## src/hdl/stm_params.svh

```systemverilog
// Offsets, field positions, reset values and divider counts of the timer.
// Included by the synchroniser, prescaler and timer sources and the bench; holds definitions only.
`ifndef STM_PARAMS_SVH
`define STM_PARAMS_SVH

// ----------------------------------------
// Register byte addresses on the bus
// ----------------------------------------
`define STM_OFS_CTL0 8'h00
`define STM_OFS_CTL1 8'h04
`define STM_OFS_CNTL 8'h08
`define STM_OFS_CNTH 8'h0c
`define STM_OFS_CMAL 8'h10
`define STM_OFS_CMAH 8'h14

// ----------------------------------------
// Reset values
// ----------------------------------------
`define STM_CTL0_RST 8'h00
`define STM_CTL1_RST 8'h00
`define STM_CNT_RST 10'h000

// ----------------------------------------
// timer_control_0 fields
// ----------------------------------------
`define STM_PAUSE_BIT 7
`define STM_CKSEL_MSB 6
`define STM_CKSEL_LSB 4
`define STM_RUN_BIT 3
`define STM_RP_MSB 2
`define STM_RP_LSB 0

// ----------------------------------------
// timer_control_1 fields
// ----------------------------------------
`define STM_MODE_MSB 7
`define STM_MODE_LSB 6
`define STM_IO_MSB 5
`define STM_IO_LSB 4
`define STM_OC_BIT 3
`define STM_POL_BIT 2
`define STM_DPX_BIT 1
`define STM_CCLR_BIT 0

// ----------------------------------------
// Prescaler terminal counts and pin slots
// ----------------------------------------
`define STM_DIV4_LAST 2'h3
`define STM_DIV16_LAST 4'hf
`define STM_DIV64_LAST 6'h3f
`define STM_PIN_EXT 0
`define STM_PIN_CAP 1
`define STM_PIN_SUB 2

`endif

```

## src/hdl/stm_pkg.sv

```systemverilog
// Types shared by the timer modules.
// Field positions and counts live in stm_params.svh.
package stm_pkg;

    typedef enum logic [1:0] {
        STM_MODE_CMP = 2'h0,
        STM_MODE_CAP = 2'h1,
        STM_MODE_PWM = 2'h2,
        STM_MODE_TMR = 2'h3
    } stm_mode_t;

    typedef enum logic [2:0] {
        STM_CK_SYS4 = 3'h0,
        STM_CK_SYS = 3'h1,
        STM_CK_H16 = 3'h2,
        STM_CK_H64 = 3'h3,
        STM_CK_SUB0 = 3'h4,
        STM_CK_SUB1 = 3'h5,
        STM_CK_EXTR = 3'h6,
        STM_CK_EXTF = 3'h7
    } stm_cksel_t;

    typedef struct packed {
        logic [7:0] ctl0;
        logic [7:0] ctl1;
        logic [9:0] cnt;
        logic [9:0] cca;
        logic [7:0] buffer;
        logic run_d;
        logic lvl;
        logic pin_p;
        logic pin_n;
        logic int_a;
        logic int_p;
        logic [31:0] prdata;
        logic pready;
        logic pslverr;
    } stm_core_t;

    typedef struct packed {
        logic [2:0] s1;
        logic [2:0] s2;
        logic [2:0] s3;
    } stm_sync_t;

    typedef struct packed {
        logic [5:0] div;
        logic tick;
    } stm_presc_t;

endpackage : stm_pkg

```

## src/hdl/stm_tick_if.sv

```systemverilog
// Carrier between the timer core, its pin synchroniser and its prescaler.
// All signals are on pclk.
`timescale 1ns/1ns
`default_nettype none

interface stm_tick_if;
    logic ext_rise;
    logic ext_fall;
    logic cap_rise;
    logic cap_fall;
    logic sub_rise;
    logic [2:0] clk_sel;
    logic tick;

    modport sync (output ext_rise, ext_fall, cap_rise, cap_fall, sub_rise);
    modport presc (input ext_rise, ext_fall, sub_rise, clk_sel, output tick);
    modport core (input tick, ext_rise, cap_rise, cap_fall, output clk_sel);
endinterface : stm_tick_if

`default_nettype wire

```

## src/hdl/stm_presc.sv

```systemverilog
// Counter clock enable generator for the timer.
// Assumes the high clock equals pclk and pin edges come pre-synchronised.
`timescale 1ns/1ns
`default_nettype none
`include "stm_params.svh"

module stm_presc
    import stm_pkg::*;
(
    input wire logic pclk, // System clock
    input wire logic presetn, // Async reset, active low
    stm_tick_if.presc tk // Select in, tick out
);
    stm_presc_t st;
    stm_presc_t next_st;

    // RQ14 clock source select
    always_comb begin
        next_st = st;
        next_st.div = st.div + 6'h01;
        unique case (tk.clk_sel)
            STM_CK_SYS4: next_st.tick = (st.div[1:0] == `STM_DIV4_LAST);
            STM_CK_SYS: next_st.tick = 1'b1;
            STM_CK_H16: next_st.tick = (st.div[3:0] == `STM_DIV16_LAST);
            STM_CK_H64: next_st.tick = (st.div == `STM_DIV64_LAST);
            STM_CK_SUB0, STM_CK_SUB1: next_st.tick = tk.sub_rise;
            STM_CK_EXTR: next_st.tick = tk.ext_rise;
            STM_CK_EXTF: next_st.tick = tk.ext_fall;
        endcase
    end

    always_ff @(posedge pclk or negedge presetn) begin
        if (!presetn) begin
            st <= '0;
        end else begin
            st <= next_st;
        end
    end

    assign tk.tick = st.tick;
endmodule : stm_presc

`default_nettype wire

```

## src/hdl/stm_sync.sv

```systemverilog
// Two-flop synchroniser and edge detector for the timer's input pins.
// Assumes raw pins are asynchronous to pclk.
`timescale 1ns/1ns
`default_nettype none
`include "stm_params.svh"

module stm_sync
    import stm_pkg::*;
(
    input wire logic pclk, // System clock
    input wire logic presetn, // Async reset, active low
    input wire logic [2:0] pins, // Raw ext clock, capture, subclock
    stm_tick_if.sync tk // Edge pulses out
);
    stm_sync_t st;
    stm_sync_t next_st;
    logic [2:0] rise;
    logic [2:0] fall;

    always_comb begin
        next_st = st;
        next_st.s1 = pins;
        next_st.s2 = st.s1;
        next_st.s3 = st.s2;
    end

    always_ff @(posedge pclk or negedge presetn) begin
        if (!presetn) begin
            st <= '0;
        end else begin
            st <= next_st;
        end
    end

    // Edges only from the second stage on; first stage may be metastable
    genvar i;
    generate
        for (i = 0; i < 3; i++) begin : g_edge
            assign rise[i] = st.s2[i] & ~st.s3[i];
            assign fall[i] = ~st.s2[i] & st.s3[i];
        end
    endgenerate

    // RQ2 pin edge detect
    assign tk.ext_rise = rise[`STM_PIN_EXT];
    assign tk.ext_fall = fall[`STM_PIN_EXT];
    // RQ3 capture edges
    assign tk.cap_rise = rise[`STM_PIN_CAP];
    assign tk.cap_fall = fall[`STM_PIN_CAP];
    assign tk.sub_rise = rise[`STM_PIN_SUB];
endmodule : stm_sync

`default_nettype wire

```

## src/hdl/stm_timer.sv

```systemverilog
// 10-bit standard timer: APB registers, counter, comparators, pin logic.
// Assumes an APB master on pclk; pins may be asynchronous.
//
// What this block does
// RQ1: Comparator A and period comparator each raise their own interrupt on match; the period one is dropped when A clears, except in pulse output mode.
// RQ2: External clock pin counts on chosen edge, and triggers single pulse.
// RQ3: Capture pin edge is rising, falling or both, per pin-function field.
// RQ4: Second output pin is always the inverse of the primary output.
// RQ5: Compare match output mode forces high, low or toggles on match.
// RQ6: Writing a compare low byte only loads the shared 8-bit buffer.
// RQ7: Writing compare high byte stores it and copies buffer into low byte.
// RQ8: Reading a high byte copies its low byte into buffer; low read returns buffer.
// RQ9: Software writes low before high, reads high before low.
// RQ10: Core is a 10-bit up-counter on the selected clock.
// RQ11: Period compares 3 bits to counter 9..7; comparator A all 10 bits.
// RQ12: Counter not writable; cleared on run rise, overflow or selected match.
// RQ13: Pause bit halts counting, keeps value, resumes from it.
// RQ14: Clock select picks sys/4, sys, high/16, high/64, sub, pin rise, fall.
// RQ15: Clearing run stops counting and keeps the counter value.
// RQ16: Run rising returns the output to its initial level in output modes.
// RQ17: Period match every setting times 128 clocks; zero means 1024.
// RQ18: With clear select zero a period match zeroes the counter; in pulse output mode dpx picks the clear source instead.
// RQ19: Counter read-only pair, comparator A read/write pair, two control regs.
// RQ20: Mode field picks compare output, capture, pulse output or timer.
// RQ21: With clear select one a comparator A match zeroes the counter; capture mode always clears on period, pulse output mode uses dpx.
//
// The address map and the APB interface to the registers were chosen for this implementation.
`timescale 1ns/1ns
`default_nettype none
`include "stm_params.svh"

module stm_timer
    import stm_pkg::*;
(
    input wire logic pclk, // System clock, 250 MHz
    input wire logic presetn, // Async reset, active low
    input wire logic psel, // APB select
    input wire logic penable, // APB enable
    input wire logic pwrite, // APB direction, 1 write
    input wire logic [7:0] paddr, // APB byte address
    input wire logic [31:0] pwdata, // APB write data
    output logic [31:0] prdata, // APB read data
    output logic pready, // APB ready
    output logic pslverr, // APB error, unmapped address
    input wire logic external_clock_input, // Count clock or trigger pin
    input wire logic capture_input_pin, // Capture pin
    input wire logic sub_clock_pin, // Subclock source
    output logic primary_output_pin, // Timer output
    output logic inverted_output_pin, // Inverse of timer output
    output logic irq_compare_a, // Comparator A event pulse
    output logic irq_period // Period comparator event pulse
);
    // ----------------------------------------
    // Submodules
    // ----------------------------------------
    stm_tick_if tk ();

    stm_sync u_sync (
        .pclk(pclk),
        .presetn(presetn),
        .pins({sub_clock_pin, capture_input_pin, external_clock_input}),
        .tk(tk.sync)
    );

    stm_presc u_presc (
        .pclk(pclk),
        .presetn(presetn),
        .tk(tk.presc)
    );

    // ----------------------------------------
    // Decode of state
    // ----------------------------------------
    stm_core_t st;
    stm_core_t next_st;
    logic run;
    logic pause;
    logic [2:0] rp;
    stm_mode_t mode;
    logic [1:0] io;
    logic oc;
    logic pol;
    logic dpx;
    logic cclr;
    logic run_rise;
    logic counting;
    logic [9:0] p_last;
    logic a_hit;
    logic p_hit;
    logic clr_on_a;
    logic cnt_clr;
    logic cap_hit;
    logic duty_hit;
    logic setup;
    logic access;
    logic mapped;

    assign run = st.ctl0[`STM_RUN_BIT];
    assign pause = st.ctl0[`STM_PAUSE_BIT];
    assign rp = st.ctl0[`STM_RP_MSB:`STM_RP_LSB];
    assign mode = stm_mode_t'(st.ctl1[`STM_MODE_MSB:`STM_MODE_LSB]);
    assign io = st.ctl1[`STM_IO_MSB:`STM_IO_LSB];
    assign oc = st.ctl1[`STM_OC_BIT];
    assign pol = st.ctl1[`STM_POL_BIT];
    assign dpx = st.ctl1[`STM_DPX_BIT];
    assign cclr = st.ctl1[`STM_CCLR_BIT];
    assign tk.clk_sel = st.ctl0[`STM_CKSEL_MSB:`STM_CKSEL_LSB];

    assign run_rise = run & ~st.run_d;
    // RQ13 pause gate
    // RQ15 run gate
    assign counting = run & ~pause & tk.tick;

    // ----------------------------------------
    // Comparators
    // ----------------------------------------
    // RQ11 period compare
    // RQ17 multiples of 128; zero wraps to all ones
    assign p_last = {rp, 7'h00} - 10'h001;
    assign p_hit = counting & (st.cnt == p_last);
    // RQ11 comparator A, zero never matches
    assign a_hit = counting & (st.cca != 10'h000) & (st.cnt + 10'h001 == st.cca);

    // RQ20 clear source by mode; capture always runs on period
    assign clr_on_a = (mode == STM_MODE_PWM) ? dpx :
                      (mode == STM_MODE_CAP) ? 1'b0 : cclr;
    // RQ18 period clear
    // RQ21 comparator A clear
    assign cnt_clr = clr_on_a ? a_hit : p_hit;
    assign duty_hit = dpx ? p_hit : a_hit;

    // RQ3 capture edge choice
    always_comb begin
        cap_hit = 1'b0;
        if (mode == STM_MODE_CAP && run) begin
            unique case (io)
                2'h0: cap_hit = tk.cap_rise;
                2'h1: cap_hit = tk.cap_fall;
                2'h2: cap_hit = tk.cap_rise | tk.cap_fall;
                2'h3: cap_hit = 1'b0;
            endcase
        end
    end

    // ----------------------------------------
    // Bus decode
    // ----------------------------------------
    assign setup = psel & ~penable;
    assign access = psel & penable & st.pready;
    // RQ19 register map
    assign mapped = (paddr == `STM_OFS_CTL0) || (paddr == `STM_OFS_CTL1) ||
                    (paddr == `STM_OFS_CNTL) || (paddr == `STM_OFS_CNTH) ||
                    (paddr == `STM_OFS_CMAL) || (paddr == `STM_OFS_CMAH);

    // ----------------------------------------
    // Next state
    // ----------------------------------------
    always_comb begin
        next_st = st;
        next_st.int_a = 1'b0;
        next_st.int_p = 1'b0;
        next_st.pready = 1'b1;
        next_st.run_d = run;

        // Read data and buffer latch at the setup edge, so high and low
        // byte of the counter are taken in the same cycle.
        if (setup) begin
            next_st.pslverr = ~mapped;
            next_st.prdata = 32'h0000_0000;
            if (!pwrite) begin
                unique case (paddr)
                    `STM_OFS_CTL0: next_st.prdata[7:0] = st.ctl0;
                    `STM_OFS_CTL1: next_st.prdata[7:0] = st.ctl1;
                    // RQ8 low read from buffer
                    `STM_OFS_CNTL, `STM_OFS_CMAL: next_st.prdata[7:0] = st.buffer;
                    `STM_OFS_CNTH: begin
                        // RQ8 high read latches low
                        next_st.prdata[1:0] = st.cnt[9:8];
                        next_st.buffer = st.cnt[7:0];
                    end
                    `STM_OFS_CMAH: begin
                        next_st.prdata[1:0] = st.cca[9:8];
                        next_st.buffer = st.cca[7:0];
                    end
                    default: next_st.prdata = 32'h0000_0000;
                endcase
            end
        end

        // Writes take effect at the completing edge
        if (access && pwrite && !st.pslverr) begin
            unique case (paddr)
                `STM_OFS_CTL0: next_st.ctl0 = pwdata[7:0];
                `STM_OFS_CTL1: next_st.ctl1 = pwdata[7:0];
                // RQ6 low write to buffer only
                `STM_OFS_CMAL: next_st.buffer = pwdata[7:0];
                // RQ7 high write commits pair
                // RQ9 relies on low written first
                `STM_OFS_CMAH: next_st.cca = {pwdata[1:0], st.buffer};
                // RQ12 counter has no write path
                default: next_st.ctl0 = next_st.ctl0;
            endcase
        end

        // RQ10 up-counter
        // RQ12 clear on run rise or match
        if (run_rise) begin
            next_st.cnt = `STM_CNT_RST;
        end else if (counting) begin
            next_st.cnt = cnt_clr ? `STM_CNT_RST : st.cnt + 10'h001;
        end

        // RQ1 interrupt sources; period flag dropped when A clears, except in pulse output mode
        next_st.int_a = a_hit | cap_hit;
        next_st.int_p = p_hit & (~clr_on_a | (mode == STM_MODE_PWM));

        // Capture overrides a bus write to the compare pair
        if (cap_hit) begin
            next_st.cca = st.cnt;
        end

        unique case (mode)
            STM_MODE_CMP: begin
                // RQ16 initial level on run rise
                if (run_rise) begin
                    next_st.lvl = oc;
                end else if (a_hit) begin
                    // RQ5 match action
                    unique case (io)
                        2'h0: next_st.lvl = st.lvl;
                        2'h1: next_st.lvl = 1'b0;
                        2'h2: next_st.lvl = 1'b1;
                        2'h3: next_st.lvl = ~st.lvl;
                    endcase
                end
            end
            STM_MODE_PWM: begin
                // RQ4 waveform on primary output; oc is active level
                unique case (io)
                    2'h0: next_st.lvl = ~oc;
                    2'h1: next_st.lvl = oc;
                    2'h2: begin
                        // RQ16 restart at active level
                        if (run_rise || (counting && cnt_clr)) begin
                            next_st.lvl = oc;
                        end else if (duty_hit) begin
                            next_st.lvl = ~oc;
                        end
                    end
                    2'h3: begin
                        if (run_rise) begin
                            next_st.lvl = oc;
                        end else if (a_hit) begin
                            // Pulse ends, hardware stops the timer
                            next_st.lvl = ~oc;
                            next_st.ctl0[`STM_RUN_BIT] = 1'b0;
                        end else if (!run && tk.ext_rise) begin
                            // RQ2 pin trigger starts the pulse
                            next_st.ctl0[`STM_RUN_BIT] = 1'b1;
                        end
                    end
                endcase
            end
            STM_MODE_CAP, STM_MODE_TMR: next_st.lvl = st.lvl;
        endcase

        // RQ4 complementary pair
        next_st.pin_p = next_st.lvl ^ pol;
        next_st.pin_n = ~(next_st.lvl ^ pol);
    end

    always_ff @(posedge pclk or negedge presetn) begin
        if (!presetn) begin
            st <= '0;
            st.ctl0 <= `STM_CTL0_RST;
            st.ctl1 <= `STM_CTL1_RST;
            st.pin_n <= 1'b1;
        end else begin
            st <= next_st;
        end
    end

    assign prdata = st.prdata;
    assign pready = st.pready;
    assign pslverr = st.pslverr;
    assign primary_output_pin = st.pin_p;
    assign inverted_output_pin = st.pin_n;
    assign irq_compare_a = st.int_a;
    assign irq_period = st.int_p;
endmodule : stm_timer

`default_nettype wire

```

## config.mk

```make
export PLATFORM = sky130hd
export DESIGN_NAME = stm_timer
export DESIGN_NICKNAME = d
export VERILOG_FILES = /design/src/hdl/stm_pkg.sv /design/src/hdl/stm_tick_if.sv /design/src/hdl/stm_presc.sv /design/src/hdl/stm_sync.sv /design/src/hdl/stm_timer.sv
export VERILOG_INCLUDE_DIRS = /design/src /design/src/hdl
export SDC_FILE = /design/constraint.sdc
export NUM_CORES = 1
export LEC_CHECK = 0
export ABC_AREA = 0
export ABC_CLOCK_PERIOD_IN_PS = 7100
export BUFFER_PORTS_ARGS = -buffer_cell sky130_fd_sc_hd__buf_2
export CAP_MARGIN = 20
export CORE_ASPECT_RATIO = 0.6
export CORE_MARGIN = 1.5
export CORE_UTILIZATION = 55
export DETAILED_ROUTE_END_ITERATION = 8
export GPL_TIMING_DRIVEN = 1
export PLACE_DENSITY = 0.91
export SYNTH_ARGS = -nofsm -noshare
export SYNTH_HDL_FRONTEND = slang
export SYNTH_SLANG_ARGS = --single-unit
```

## constraint.sdc

```tcl
create_clock -name pclk -period 7.1 [get_ports pclk]
set_clock_uncertainty 0.2 [all_clocks]
set_input_delay 0.71 -clock pclk [delete_from_list [all_inputs] [get_ports pclk]]
set_output_delay 0.71 -clock pclk [all_outputs]
set_load 0.05 [all_outputs]
```

==> parameters.txt <==
Parameter                              Value

Run status
  Outcome ... finished clean

Yosys
  Mux contribution to synthesized area ... 0.0776
  Proportion of synthesized chip area in sequential cells ... 0.428
  Fraction of the mapped netlist area in simple logic gates ... 0.167
  Gate Count Post-Synth ... ~480
  Count of state elements after synthesis ... 76
  Count of cell types in the netlist ... 60
  Share of flip-flops with an asynchronous set or reset after synthesis ... 1.00
  Post-synthesis compound-gate area fraction ... 0.178
  Adder-Cell Fraction of Synth Area ... 0.0141
  Most frequently used flop master after synthesis ... sky130_fd_sc_hd__dfrtp_1
  Post-synth EDFFs ... 0
  Xor-xnor portion of the synthesized cell area ... 0.0413
  Combinational family with the most area after synthesis ... compound AO/OA/AOI/OAI gates
  Area of the mapped netlist ... around 0.0045 sq mm
  Yosys warning total ... 0
  Average footprint of a synthesized cell ... 9.35 sq um

CTS
  Worst-skew pair later-pin latency ... 0.34 ns
  Hold-fix buffer count after cts ... 0
  Sink Count ... between 70 and 80
  Clock tree from TritonCTS ... yes
  Clock transition at the registers of the reported paths ... 0.06 ns
  Number of buffers inserted during clock tree synthesis ... 9
  Maximum clock path buffer count ... 2
  H-tree Lvls ... 3
  Setup repair bufs after CTS ... 0
  Post-cts gate resize count ... 0
  Cell at the root of the clock tree ... sky130_fd_sc_hd__clkbuf_16

Floorplanning
  Die height ... 72.7 microns
  Floorplan row count ... 25
  Total Die Area ... slightly below 0.009 sq mm
  Horizontal extent of the die ... 119 microns
  Boundary Pins ... 86
  Initial standard-cell utilization of the core ... 0.567
  Area of the placeable core ... 0.00785 sq mm

Flow run
  Count of max-cap constraint violations ... 0

Placed design
  Placed cell area ... 0.00450 sq mm
  Half-perimeter wire length after detailed placement ... about 8 mm
  Placed cell count ... ~590
  Placer's final routability congestion estimate ... around 0.96
  Quantity of I/O buffers inserted on ports ... 37

STA
  Setup repair after global routing missed its margin ... no
  Final cycle utilization of the critical path ... 0.581
  Setup TNS ... 0 ns
  Tightest slew margin relative to the limit ... 0.252
  Final hold violations ... 0
  Slew @ Worst Pin ... 1.11 ns
  Setup violations, final ... 0
  Highest clock frequency the design can meet ... approximately 240 MHz
  Fin. max-slew vios ... 0
  Worst slack on hold paths ... 0.153 ns
  Time the worst path needs with I/O delays and setup ... 4.13 ns

Final layout
  Share of final-layout standard cells stronger than drive strength 1 ... 0.172
  Number of antenna cells inserted ... 0
  Commonest cells after routing, fill and taps aside ... sky130_fd_sc_hd__dfrtp_1, sky130_fd_sc_hd__nor2_1, sky130_fd_sc_hd__nand2_1
  Design Area, Final ... just under 0.005 sq mm
  Net total in the final layout ... 543
  Area growth from synthesis to layout ... 8.07%
  Count of non-filler cells in the finished layout ... 603
  Commonest non-fill, non-tap cell in the layout ... sky130_fd_sc_hd__dfrtp_1

Pwr
  Areal power density over the cells ... 235 mW/mm^2
  Switching power ... 0.348 mW
  Sum of internal, switching and leakage power ... 1.13 mW
  Leakage power total ... 2.14 nW
  Combinational group share of total power ... 0.139
  Largest vdd supply drop ... about 0.00016 V
  Share of total power consumed by net switching ... 0.308
  Fraction of power consumed by sequential logic ... 0.452
  Clock network fraction of total power ... 0.408
  Cell-internal power ... 0.783 mW

Hold path
  Class of the most critical hold timing path ... flop to flop

Critical path
  Worst Path Max Fanout ... 10
  Type of element capturing the critical path ... flop
  Setup Crit Path Kind ... flop to flop
  Kind of start point of the critical path ... flop
  CP required ... 7.10 ns
  Arrival time at the worst endpoint ... a little over 4 ns

Global routing
  Total track usage ... 0.272
  Initial antenna violation count ... 0
  Wire length of the first global-routing pass ... 18.0 mm
  Pin count of the biggest net entering global routing ... 77
  GRT Residual Overflow ... 0
  Number of global-route vias before repair ... 3336

Route
  Number of design rule violations left after detail routing ... 0
  Via-to-Cell Ratio ... 6.35
  Wirelength per Cell ... 19.4 microns
  Overall routed net length ... 11.7 mm
  Number of iterations in the first detailed-routing pass ... 5
  Total via count in the routed design ... 3827
  Starting DRT DRC Count ... 551
  Detail Route Antenna Nets ... 0
-- layout make-up --
cell class,count,area (sq um)
timing repair buffer,39,203
clock inverter,6,72.6
sequential,76,1900
clock buffer,10,229
fill,656,3040
tap,108,135
inverter,12,45.0
multi-input combinational,352,2220
-- synth_stat cells (all sizes together) (3+ instances only) --
| cell | number | share of area |
|---|---|---|
| a21o | 3 | 0.0051 |
| clkbuf | 19 | 0.016 |
| nor3 | 7 | 0.0079 |
| a22oi | 14 | 0.024 |
| and3 | 7 | 0.011 |
| xor2 | 9 | 0.018 |
| nand3 | 15 | 0.017 |
| ha | 5 | 0.014 |
| nor2b | 3 | 0.0042 |
| nand2b | 3 | 0.0042 |
| a32o | 4 | 0.0090 |
| mux2i | 12 | 0.027 |
| a21oi | 33 | 0.037 |
| mux2 | 20 | 0.051 |
| o31ai | 8 | 0.013 |
| nand4 | 8 | 0.011 |
| a31oi | 5 | 0.0070 |
| buf | 40 | 0.066 |
| dfrtp | 75 | 0.42 |
| and2 | 5 | 0.0070 |
| nor4 | 3 | 0.0042 |
| or2 | 4 | 0.0056 |
| inv | 12 | 0.010 |
| nor2 | 47 | 0.040 |
| a211o | 3 | 0.0059 |
| a41o | 7 | 0.016 |
| o21ai | 23 | 0.026 |
| nand2 | 37 | 0.031 |
| xnor2 | 12 | 0.024 |
| o211ai | 3 | 0.0051 |
-- worst max-delay path, stage by stage (launching register included) --
cell and delay (ns):
sky130_fd_sc_hd__dfrtp_1 0.61, sky130_fd_sc_hd__ha_1 0.35, sky130_fd_sc_hd__nand2_1 0.18, sky130_fd_sc_hd__nor4b_1 0.33, sky130_fd_sc_hd__a31oi_1 0.12, sky130_fd_sc_hd__nor4_1 0.87
sky130_fd_sc_hd__a31oi_1 0.53, sky130_fd_sc_hd__and2_1 0.37, sky130_fd_sc_hd__nand2_1 0.30, sky130_fd_sc_hd__o31ai_1 0.13
-- worst paths after layout --
check	cells past startpoint	start	end	slack, ns
setup reg to reg	9	st[58]	st[67]	2.97
min in group asynchronous	1	presetn	st[60]	0.31
setup / recovery	9	st[58]	st[67]	2.97
max in group asynchronous	1	presetn	u_sync.next_st[4]	5.76
hold reg to reg	0	u_sync.next_st[3]	u_sync.next_st[0]	0.15
hold / removal	0	u_sync.next_st[3]	u_sync.next_st[0]	0.15
-- power by group through the flow --
stage / clock network (mW) / registers [mW] / logic (mW)
floorplan: 0 / 0.478 / 0.168
detailed placement: 0 / 0.516 / 0.154
global route: 0.478 / 0.515 / 0.170
CTS: 0.464 / 0.508 / 0.155
global placement: 0 / 0.514 / 0.149
finish: 0.462 / 0.511 / 0.158
-- through the flow --
step,setup slack (ns),util
floorplan,4.08,-
global placement,3.41,0.573
detailed placement,3.27,0.573
CTS,3.19,0.612
global route,2.84,0.613
finish,2.97,0.613
-- kinds of logic after synthesis --
group                      after synthesis
AOI/OAI and AO/OA                      118
DFF                                     76
and+or+nand+nor                        151
adders and majority gates                5
muxes                                   32
buffers and inverters                   71
other                                    2
xor gates and xnor gates                21
-- layer usage --
| metal | up-vias | part of all wire | global-route usage |
|---|---|---|---|
| met5 | - | 0 | 0 |
| met4 | 0 | 0.014 | 0.0683 |
| met3 | 25 | 0.12 | 0.0703 |
| met2 | 253 | 0.44 | 0.403 |
| met1 | 1873 | 0.43 | 0.399 |
| li1 | 1676 | - | - |
-- flip-flops by register name, indices dropped and copies added (netlist names), 2 cells and up --
signal          cells
st                 33
prdata              8
u_presc.st          6
u_sync.next_st      6
rp                  3
u_sync.st           3
io                  2
mode                2
No activity file was read; power rests on OpenSTA's default activity.
